**config.mk**
```make
export PLATFORM = sky130hd
export DESIGN_NAME = bsdr_scan
export DESIGN_NICKNAME = d
export VERILOG_FILES = /design/src/core/bsdr_pkg.sv /design/src/core/bsdr_scan.sv
export SDC_FILE = /design/constraint.sdc
export NUM_CORES = 1
export LEC_CHECK = 0
export BUFFER_PORTS_ARGS = -buffer_cell sky130_fd_sc_hd__buf_2
export CAP_MARGIN = 20
export CORE_ASPECT_RATIO = 0.8
export CORE_MARGIN = 3
export CORE_UTILIZATION = 35
export CTS_CLUSTER_DIAMETER = 50
export DETAILED_ROUTE_END_ITERATION = 6
export GPL_ROUTABILITY_DRIVEN = 0
export PLACE_DENSITY = 0.55
export SLEW_MARGIN = 20
export SYNTH_ARGS = -nofsm -noshare
export SYNTH_HDL_FRONTEND = slang
export SYNTH_SLANG_ARGS = --single-unit
export TNS_END_PERCENT = 20
```
**constraint.sdc**
```tcl
create_clock -name clk_sys -period 3.52 [get_ports clk_sys]
set_input_delay 0.704 -clock clk_sys [delete_from_list [all_inputs] [get_ports clk_sys]]
set_output_delay 0.704 -clock clk_sys [all_outputs]
set_load 0.1 [all_outputs]
```
**src/core/bsdr_pkg.sv**
```systemverilog
package bsdr_pkg;

  // ----------------------------------------------------------------
  // Sizes and cell positions in the boundary chain.
  // ----------------------------------------------------------------
  localparam int IR_LEN   = 8;
  localparam int NP       = 2;
  localparam int CI_IN    = 0;
  localparam int CI_BIN   = 2;
  localparam int CI_TRO   = 4;
  localparam int CI_TRC   = 6;
  localparam int CI_PLO   = 8;
  localparam int CI_BIO   = 10;
  localparam int CI_BIC   = 12;
  localparam int BSR_LEN  = 14;
  localparam int ID_LEN   = 32;
  localparam int EVT_W    = 4;
  localparam int FIFO_DEP = 8;
  localparam int FIFO_AW  = 3;

  // ----------------------------------------------------------------
  // Instruction codes.
  // ----------------------------------------------------------------
  localparam logic [IR_LEN-1:0] OP_EXTEST = 8'h00;
  localparam logic [IR_LEN-1:0] OP_IDCODE = 8'h01;
  localparam logic [IR_LEN-1:0] OP_SAMPLE = 8'h02;
  localparam logic [IR_LEN-1:0] OP_CLAMP  = 8'h03;
  localparam logic [IR_LEN-1:0] OP_HIGHZ  = 8'h04;
  localparam logic [IR_LEN-1:0] OP_BYPASS = 8'hff;

  // ----------------------------------------------------------------
  // Identification word; field values are arbitrary.
  // ----------------------------------------------------------------
  localparam logic [3:0]  ID_VERSION = 4'h1;
  localparam logic [15:0] ID_PART    = 16'h0001;
  localparam logic [10:0] ID_MAKER   = 11'h001;
  localparam logic        ID_FIXED   = 1'b1;
  localparam logic [ID_LEN-1:0] ID_WORD =
    {ID_VERSION, ID_PART, ID_MAKER, ID_FIXED};

  // ----------------------------------------------------------------
  // Types.
  // ----------------------------------------------------------------
  typedef enum logic [5:0] {
    INS_BYPASS = 6'h01,
    INS_SAMPLE = 6'h02,
    INS_EXTEST = 6'h04,
    INS_IDCODE = 6'h08,
    INS_CLAMP  = 6'h10,
    INS_HIGHZ  = 6'h20
  } bsdr_instr_t;

  typedef enum logic [2:0] {
    SEL_BYP = 3'h1,
    SEL_BSR = 3'h2,
    SEL_ID  = 3'h4
  } bsdr_sel_t;

  typedef struct packed {
    logic logic_reset;
    logic capture_dr;
    logic shift_dr;
    logic update_dr;
  } bsdr_tap_t;

  typedef struct packed {
    logic capture;
    logic shift;
    logic update;
    logic tdi;
  } bsdr_evt_t;

endpackage

```
**src/core/bsdr_scan.sv**
```systemverilog
// Contract
// - Data registers change only in data-register states.
// - Decoded instruction selects one data register between TDI and TDO.
// - A one-bit bypass stage shortens the chain to one bit.
// - In shift, boundary cells move one place toward TDO.
// - Each boundary cell has a shift stage and a holding latch.
// - Input cells take the pin and feed the core.
// - Output cells take core logic and feed the pin.
// - A control cell gates the output cell onto its pin.
// - Output without control cell drives its pin except under high-impedance.
// - Bidirectional pins: input cell plus gated output cell.
// - Identification instruction selects and shifts the identification word.
// - Identification word is 32 bits, version in top four.
// - Part number then maker code below the version field.
// - Identification word bit zero is always one.
// - Sample, bypass and identification keep normal pin-core paths.
// - External test, clamp and high-impedance isolate the core.
// - Sample loads pins and core outputs into the boundary chain.
// - External test drives pins from the boundary latches.
// - Clamp holds pins at latches and selects bypass.
// - High-impedance releases all outputs and selects bypass.
// - Bypass instruction selects the bypass stage.
// - An instruction acts as soon as it is stored.
// - Test-logic-reset makes identification the current instruction.
// - Capture loads pins into input cells, core into output cells.
// - Update copies boundary shift stages into their latches.
// - All-ones code decodes as bypass; other unknown codes too.
`timescale 1ns/1ns

// ------------------------------------------------------------------
// Event queue.
// ------------------------------------------------------------------
module bsdr_fifo #(
  parameter int WIDTH = 4,
  parameter int DEPTH = 8,
  parameter int AW    = 3
) (
  input  wire logic             clk_sys,
  input  wire logic             sys_rst,
  input  wire logic             in_valid,
  output logic                  in_ready,
  input  wire logic [WIDTH-1:0] in_data,
  output logic                  out_valid,
  input  wire logic             out_ready,
  output logic      [WIDTH-1:0] out_data
);
  logic [WIDTH-1:0] mem_reg [DEPTH];
  logic [AW:0]      wr_reg;
  logic [AW:0]      rd_reg;
  logic             push;
  logic             pop;

  assign out_valid = (wr_reg != rd_reg);
  assign in_ready  = (wr_reg != {~rd_reg[AW], rd_reg[AW-1:0]});
  assign push      = in_valid && in_ready;
  assign pop       = out_valid && out_ready;
  assign out_data  = mem_reg[rd_reg[AW-1:0]];

  always_ff @(posedge clk_sys) begin
    if (push) begin
      mem_reg[wr_reg[AW-1:0]] <= in_data;
    end
  end

  always_ff @(posedge clk_sys or posedge sys_rst) begin
    if (sys_rst) begin
      wr_reg <= '0;
      rd_reg <= '0;
    end else begin
      if (push) begin
        wr_reg <= wr_reg + 1'b1;
      end
      if (pop) begin
        rd_reg <= rd_reg + 1'b1;
      end
    end
  end
endmodule // bsdr_fifo

// ------------------------------------------------------------------
// Data-register side of the test access port.
// ------------------------------------------------------------------
module bsdr_scan (
  input  wire logic                         clk_sys,
  input  wire logic                         sys_rst,
  input  wire logic                         tck,
  input  wire logic                         tdi,
  output logic                              tdo,
  output logic                              tdo_oe,
  input  wire bsdr_pkg::bsdr_tap_t          tap,
  input  wire logic [bsdr_pkg::IR_LEN-1:0]  ir_code,
  input  wire logic                         ir_load,
  input  wire logic                         scan_stall,
  output logic                              evt_ready,
  output logic                              test_mode,
  input  wire logic [bsdr_pkg::NP-1:0]      in_pin,
  output logic      [bsdr_pkg::NP-1:0]      core_in,
  input  wire logic [bsdr_pkg::NP-1:0]      core_tri_o,
  input  wire logic [bsdr_pkg::NP-1:0]      core_tri_oe,
  output logic      [bsdr_pkg::NP-1:0]      tri_o,
  output logic      [bsdr_pkg::NP-1:0]      tri_oe,
  input  wire logic [bsdr_pkg::NP-1:0]      core_plain_o,
  output logic      [bsdr_pkg::NP-1:0]      plain_o,
  output logic      [bsdr_pkg::NP-1:0]      plain_oe,
  input  wire logic [bsdr_pkg::NP-1:0]      bidi_i,
  output logic      [bsdr_pkg::NP-1:0]      core_bidi_in,
  input  wire logic [bsdr_pkg::NP-1:0]      core_bidi_o,
  input  wire logic [bsdr_pkg::NP-1:0]      core_bidi_oe,
  output logic      [bsdr_pkg::NP-1:0]      bidi_o,
  output logic      [bsdr_pkg::NP-1:0]      bidi_oe
);
  localparam int NP = bsdr_pkg::NP;
  localparam int BL = bsdr_pkg::BSR_LEN;
  localparam int IL = bsdr_pkg::ID_LEN;
  localparam int SW = 2 + 2 * NP;
  localparam int CI_IN  = bsdr_pkg::CI_IN,  CI_BIN = bsdr_pkg::CI_BIN;
  localparam int CI_TRO = bsdr_pkg::CI_TRO, CI_TRC = bsdr_pkg::CI_TRC;
  localparam int CI_PLO = bsdr_pkg::CI_PLO, CI_BIO = bsdr_pkg::CI_BIO;
  localparam int CI_BIC = bsdr_pkg::CI_BIC;
  logic [SW-1:0]          s1_reg;
  logic [SW-1:0]          s2_reg;
  logic                   tck_d_reg;
  logic                   tck_s;
  logic                   tdi_s;
  logic [NP-1:0]          in_s;
  logic [NP-1:0]          bidi_s;
  logic                   tck_rise;
  logic                   tck_fall;
  bsdr_pkg::bsdr_evt_t    evt_in;
  bsdr_pkg::bsdr_evt_t    evt;
  logic                   evt_valid;
  logic                   pop;
  bsdr_pkg::bsdr_instr_t  instr_reg;
  bsdr_pkg::bsdr_sel_t    sel;
  logic                   pins_lat;
  logic                   highz;
  logic                   byp_reg;
  logic [IL-1:0]          id_reg;
  logic [BL-1:0]          cap_src;
  logic [BL-1:0]          bsr_sh;
  logic [BL-1:0]          bsr_lat;

  // ----------------------------------------------------------------
  // Pin synchronisers and link clock edges.
  // ----------------------------------------------------------------
  always_ff @(posedge clk_sys or posedge sys_rst) begin
    if (sys_rst) begin
      s1_reg    <= '0;
      s2_reg    <= '0;
      tck_d_reg <= 1'b0;
    end else begin
      s1_reg    <= {tck, tdi, in_pin, bidi_i};
      s2_reg    <= s1_reg;
      tck_d_reg <= tck_s;
    end
  end

  assign {tck_s, tdi_s, in_s, bidi_s} = s2_reg;
  assign tck_rise = tck_s && !tck_d_reg;
  assign tck_fall = !tck_s && tck_d_reg;

  // ----------------------------------------------------------------
  // Each rising link edge queues one data-register event unless the queue is full.
  // ----------------------------------------------------------------
  assign evt_in = '{capture: tap.capture_dr, shift: tap.shift_dr,
                    update: tap.update_dr, tdi: tdi_s};
  assign pop    = evt_valid && !scan_stall;

  bsdr_fifo #(
    .WIDTH (bsdr_pkg::EVT_W),
    .DEPTH (bsdr_pkg::FIFO_DEP),
    .AW    (bsdr_pkg::FIFO_AW)
  ) u_evt_fifo (
    .clk_sys   (clk_sys),
    .sys_rst   (sys_rst),
    .in_valid  (tck_rise),
    .in_ready  (evt_ready),
    .in_data   (evt_in),
    .out_valid (evt_valid),
    .out_ready (!scan_stall),
    .out_data  (evt)
  );

  // ----------------------------------------------------------------
  // Instruction decode and register selection.
  // ----------------------------------------------------------------
  function automatic bsdr_pkg::bsdr_instr_t decode(
    input logic [bsdr_pkg::IR_LEN-1:0] code);
    case (code)
      bsdr_pkg::OP_SAMPLE: decode = bsdr_pkg::INS_SAMPLE;
      bsdr_pkg::OP_EXTEST: decode = bsdr_pkg::INS_EXTEST;
      bsdr_pkg::OP_IDCODE: decode = bsdr_pkg::INS_IDCODE;
      bsdr_pkg::OP_CLAMP:  decode = bsdr_pkg::INS_CLAMP;
      bsdr_pkg::OP_HIGHZ:  decode = bsdr_pkg::INS_HIGHZ;
      default:             decode = bsdr_pkg::INS_BYPASS;
    endcase
  endfunction

  always_ff @(posedge clk_sys or posedge sys_rst) begin
    if (sys_rst) begin
      instr_reg <= bsdr_pkg::INS_IDCODE;
    end else if (tap.logic_reset) begin
      instr_reg <= bsdr_pkg::INS_IDCODE;
    end else if (ir_load) begin
      instr_reg <= decode(ir_code);
    end
  end

  always_comb begin
    case (instr_reg)
      bsdr_pkg::INS_SAMPLE: sel = bsdr_pkg::SEL_BSR;
      bsdr_pkg::INS_EXTEST: sel = bsdr_pkg::SEL_BSR;
      bsdr_pkg::INS_IDCODE: sel = bsdr_pkg::SEL_ID;
      default:              sel = bsdr_pkg::SEL_BYP;
    endcase
  end

  assign pins_lat  = (instr_reg == bsdr_pkg::INS_EXTEST) ||
                     (instr_reg == bsdr_pkg::INS_CLAMP);
  assign highz     = (instr_reg == bsdr_pkg::INS_HIGHZ);
  assign test_mode = pins_lat || highz;

  // ----------------------------------------------------------------
  // Bypass and identification registers.
  // ----------------------------------------------------------------
  always_ff @(posedge clk_sys or posedge sys_rst) begin
    if (sys_rst) begin
      byp_reg <= 1'b0;
    end else if (pop && sel == bsdr_pkg::SEL_BYP) begin
      if (evt.capture) begin
        byp_reg <= 1'b0;
      end else if (evt.shift) begin
        byp_reg <= evt.tdi;
      end
    end
  end

  always_ff @(posedge clk_sys or posedge sys_rst) begin
    if (sys_rst) begin
      id_reg <= '0;
    end else if (pop && sel == bsdr_pkg::SEL_ID) begin
      if (evt.capture) begin
        id_reg <= bsdr_pkg::ID_WORD;
      end else if (evt.shift) begin
        id_reg <= {evt.tdi, id_reg[IL-1:1]};
      end
    end
  end

  // ----------------------------------------------------------------
  // Boundary cells, bit 0 at the output end.
  // ----------------------------------------------------------------
  assign cap_src = {core_bidi_oe, core_bidi_o, core_plain_o, core_tri_oe,
                    core_tri_o, bidi_s, in_s};

  for (genvar i = 0; i < BL; i++) begin : g_cell
    logic sh_reg;
    logic lat_reg;
    logic sin;

    if (i == BL - 1) begin : g_top
      assign sin = evt.tdi;
    end else begin : g_mid
      assign sin = bsr_sh[i+1];
    end

    always_ff @(posedge clk_sys or posedge sys_rst) begin
      if (sys_rst) begin
        sh_reg <= 1'b0;
      end else if (pop && sel == bsdr_pkg::SEL_BSR) begin
        if (evt.capture) begin
          sh_reg <= cap_src[i];
        end else if (evt.shift) begin
          sh_reg <= sin;
        end
      end
    end

    always_ff @(posedge clk_sys or posedge sys_rst) begin
      if (sys_rst) begin
        lat_reg <= 1'b0;
      end else if (pop && evt.update && sel == bsdr_pkg::SEL_BSR) begin
        lat_reg <= sh_reg;
      end
    end

    assign bsr_sh[i]  = sh_reg;
    assign bsr_lat[i] = lat_reg;
  end

  // ----------------------------------------------------------------
  // Serial output, changed on falling link edges.
  // ----------------------------------------------------------------
  always_ff @(posedge clk_sys or posedge sys_rst) begin
    if (sys_rst) begin
      tdo    <= 1'b0;
      tdo_oe <= 1'b0;
    end else if (tck_fall) begin
      tdo_oe <= tap.shift_dr;
      case (sel)
        bsdr_pkg::SEL_BSR: tdo <= bsr_sh[0];
        bsdr_pkg::SEL_ID:  tdo <= id_reg[0];
        default:           tdo <= byp_reg;
      endcase
    end
  end

  // ----------------------------------------------------------------
  // Pin and core paths.
  // ----------------------------------------------------------------
  always_ff @(posedge clk_sys or posedge sys_rst) begin
    if (sys_rst) begin
      core_in      <= '0;
      core_bidi_in <= '0;
      tri_o        <= '0;
      tri_oe       <= '0;
      plain_o      <= '0;
      plain_oe     <= '0;
      bidi_o       <= '0;
      bidi_oe      <= '0;
    end else begin
      core_in      <= test_mode ? bsr_lat[CI_IN+:NP] : in_s;
      core_bidi_in <= test_mode ? bsr_lat[CI_BIN+:NP] : bidi_s;
      tri_o   <= pins_lat ? bsr_lat[CI_TRO+:NP] : core_tri_o;
      plain_o <= pins_lat ? bsr_lat[CI_PLO+:NP] : core_plain_o;
      bidi_o  <= pins_lat ? bsr_lat[CI_BIO+:NP] : core_bidi_o;
      tri_oe  <= highz ? '0 :
                 (pins_lat ? bsr_lat[CI_TRC+:NP] : core_tri_oe);
      plain_oe <= highz ? '0 : '1;
      bidi_oe <= highz ? '0 :
                 (pins_lat ? bsr_lat[CI_BIC+:NP] : core_bidi_oe);
    end
  end
endmodule // bsdr_scan

```
==> impl_metrics.env <==
export IMPL_drv_cap=0
export IMPL_grt_pass1_vias=3343
export IMPL_slew_headroom=0.545
export IMPL_ir_drop_uv=365
export IMPL_cts_htree_levels=4
export IMPL_critPathMaxStageDelay_ns=0.47
export IMPL_ctsHoldBuffers=0
export IMPL_r2r_start="u_evt_fifo.rd_reg[0]$_DFFE_PP0P_"
export IMPL_final_common_cell="dfrtp_1"
export IMPL_dpl_hpwl_um=7100
export IMPL_cts_tree="done"
export IMPL_start_kind="register"
export IMPL_endpoint_kind="output pin"
export IMPL_syn_inst=411
export IMPL_required_ns=2.82
export IMPL_initial_utilization=0.363
export IMPL_rsz0062_at_grt="no"
export IMPL_cts_resized=0
export IMPL_r2r_end="g_cell[1].sin$_DFFE_PP0P_"
export IMPL_port_buffers=51
export IMPL_ys_types=38
export IMPL_die_w_um=150
export IMPL_avgSynthCellArea_um2=14.2
export IMPL_ys_warnings_count=0
export IMPL_worstSetupStartpoint="instr_reg[2]$_DFFE_PP0P_"
export IMPL_setup_viol_count_final=0
export IMPL_ys_ff_latch=137
export IMPL_criticalPathCategory="reg -> out"
export IMPL_post_route_util=0.427
export IMPL_post_route_min_period_ns=2.82
export IMPL_rows=41
export IMPL_path_buf_inv=2
export IMPL_drt_pass1_iterations=4
export IMPL_fp_dieH_um=121
export IMPL_holdPathEnd="s2_reg[5]$_DFF_PP0_"
export IMPL_hold_depth=0
export IMPL_postLayoutSetupSlackWorst_ns=0.695
export IMPL_drive_gt1_frac=0.333
export IMPL_ctsRootBufferMaster="clkbuf_16"
export IMPL_wl_per_cell_um=14.9
export IMPL_final_antenna_net_count=0
export IMPL_hold_viol=0
export IMPL_final_nets=507
export IMPL_syn_area_mm2=0.00583
export IMPL_path_cells="nor2_1 > and4b_1 > inv_1 > nand2_1 > buf_2"
export IMPL_r2r_cells=5
export IMPL_status="complete, no violations"
export IMPL_viasPerCell=4.57
export IMPL_drc=0
export IMPL_max_freq_mhz=354
export IMPL_cts_sinks=137
export IMPL_cp_max_fo=5
export IMPL_grt_max_degree=57
export IMPL_drt_total_wl_um=10400
export IMPL_mostFrequentLayoutCells="dfrtp_1, buf_2, mux2_2"
export IMPL_core_mm2=0.0161
export IMPL_fin_skew_ns=0.00878
export IMPL_vias=3189
export IMPL_finalCritPeriodShare=0.802
export IMPL_tightest_slew_ns=0.668
export IMPL_clk_pin_slew_worst_paths_ns=0.06
export IMPL_ff2ff_setup_slack_ns=0.89
export IMPL_cts_buffer_depth=2
export IMPL_cp_top_family="simple AND/OR/NAND/NOR gates"
export IMPL_grt_ovfl_total=0
export IMPL_dr_first_iter_drc_count=142
export IMPL_n_fill_cell=1465
export IMPL_cts_setup_buffers=0
export IMPL_hold_start="s1_reg[5]$_DFF_PP0_"
export IMPL_grt_pass1_wl_um=17400
export IMPL_numCtsBuffers=17
export IMPL_p_per_area_mw_per_mm2=743
export IMPL_cpMaxStageDelayCell="buf_2"
export IMPL_synth_edff_count=32
export IMPL_slew_viol_final=0
export IMPL_finalSetupTns_ns=0
export IMPL_leakage_nw=2.95
export IMPL_clk_latency_ns=0.42
export IMPL_synth_async_reset_ratio=0.766
export IMPL_antenna_cells=0
export IMPL_dieArea_mm2=0.0183
export IMPL_post_place_ws_ns=0.870
export IMPL_critPathArrivalTime_ns=2.12
export IMPL_mappedNetlistNets=448
export IMPL_ys_seq_area_frac=0.615
export IMPL_ios=52
export IMPL_track_usage=0.126
export IMPL_area_growth_pct=17.5
export IMPL_ys_dominant_reg_cell="dfrtp_1"
export IMPL_grt_antenna_before_repair=0
export IMPL_totalPowerFinal_w=0.00509
export IMPL_hp_class="reg -> reg"
## final cells by class
cell class,instances,area (um2),share of cell area
repair buffers,57,338,0.0493
multi-input cells,220,1970,0.288
clock inverters,15,118,0.0172
flip-flops and latches,137,3590,0.524
inverters,37,141,0.0206
clock buffers,17,425,0.0621
well taps,215,269,0.0393
## how the worst max path moves through the flow
| stage | endpoint | slack [ns] | cells after the start |
|---|---|---|---|
| final | test_mode | 0.70 | 5 |
| after global routing | test_mode | 0.52 | 5 |
| after CTS | test_mode | 0.63 | 5 |
| after detailed placement | g_cell[1].sin$_DFFE_PP0P_ | 0.87 | 5 |
| after global placement | g_cell[2].sin$_DFFE_PP0P_ | 0.92 | 5 |
| after floorplan | bidi_o[0]$_DFF_PP0_ | 0.06 | 1 |
## cell families after synthesis
group | count (synthesis) | synth area share
and+or+nand+nor | 83 | 0.0644
xor gates and xnor gates | 13 | 0.0195
DFF | 137 | 0.615
adders and majority gates | 5 | 0.0107
muxes | 103 | 0.219
buffers and inverters | 54 | 0.0465
AOI/OAI and AO/OA | 16 | 0.0240
## routing by layer
metal / track usage / part of all wire
met2: 0.184 / 0.46
met4: 0.0497 / 0.018
met3: 0.0426 / 0.032
met1: 0.173 / 0.49
met5: 0 / 0
## cells in the mapped netlist (2+ instances only)
master | instances | share of area
mux2_2 | 45 | 0.087
buf_2 | 4 | 0.0034
mux2_4 | 13 | 0.033
a21oi_1 | 3 | 0.0026
dfrtp_1 | 104 | 0.45
mux2i_4 | 2 | 0.0077
a32oi_1 | 2 | 0.0030
nand4_1 | 3 | 0.0032
a41oi_1 | 2 | 0.0030
o21ai_0 | 2 | 0.0017
a211oi_1 | 2 | 0.0026
edfxtp_1 | 32 | 0.16
mux2i_1 | 33 | 0.057
a211oi_4 | 2 | 0.0069
xnor2_1 | 9 | 0.014
ha_1 | 5 | 0.011
nor2_1 | 20 | 0.013
buf_6 | 5 | 0.0097
mux2_1 | 2 | 0.0039
nand2_1 | 41 | 0.026
nand3b_1 | 2 | 0.0026
buf_4 | 7 | 0.0090
inv_1 | 37 | 0.024
a22oi_1 | 2 | 0.0026
nand2b_1 | 7 | 0.0075
nor3_1 | 3 | 0.0026
xor2_1 | 4 | 0.0060
mux4_2 | 8 | 0.031
## worst register-to-register path, delay by kind of cell (launching register included)
| family | cells | cell delay [ns] |
|---|---|---|
| mux | 4 | 1.75 |
| flops | 1 | 0.49 |
| buf+inv | 1 | 0.29 |
## per-stage QoR
step	std cells	instance area, um2	hold slack (ns)
finish	698	6850	0.350
global route	698	6850	0.362
global placement	666	6310	0.334
detailed placement	666	6310	0.338
CTS	698	6850	0.352
floorplan	411	5830	0.331
## power by group
| group | total, W | internal (W) | switching [W] |
|---|---|---|---|
| clock | 0.00162 | 0.000908 | 0.000712 |
| combinational | 0.00138 | 0.000613 | 0.000765 |
| sequential | 0.00210 | 0.00188 | 0.000214 |
| total | 0.00509 | 0.00340 | 0.00169 |
Power figures use the tool's default switching activity.
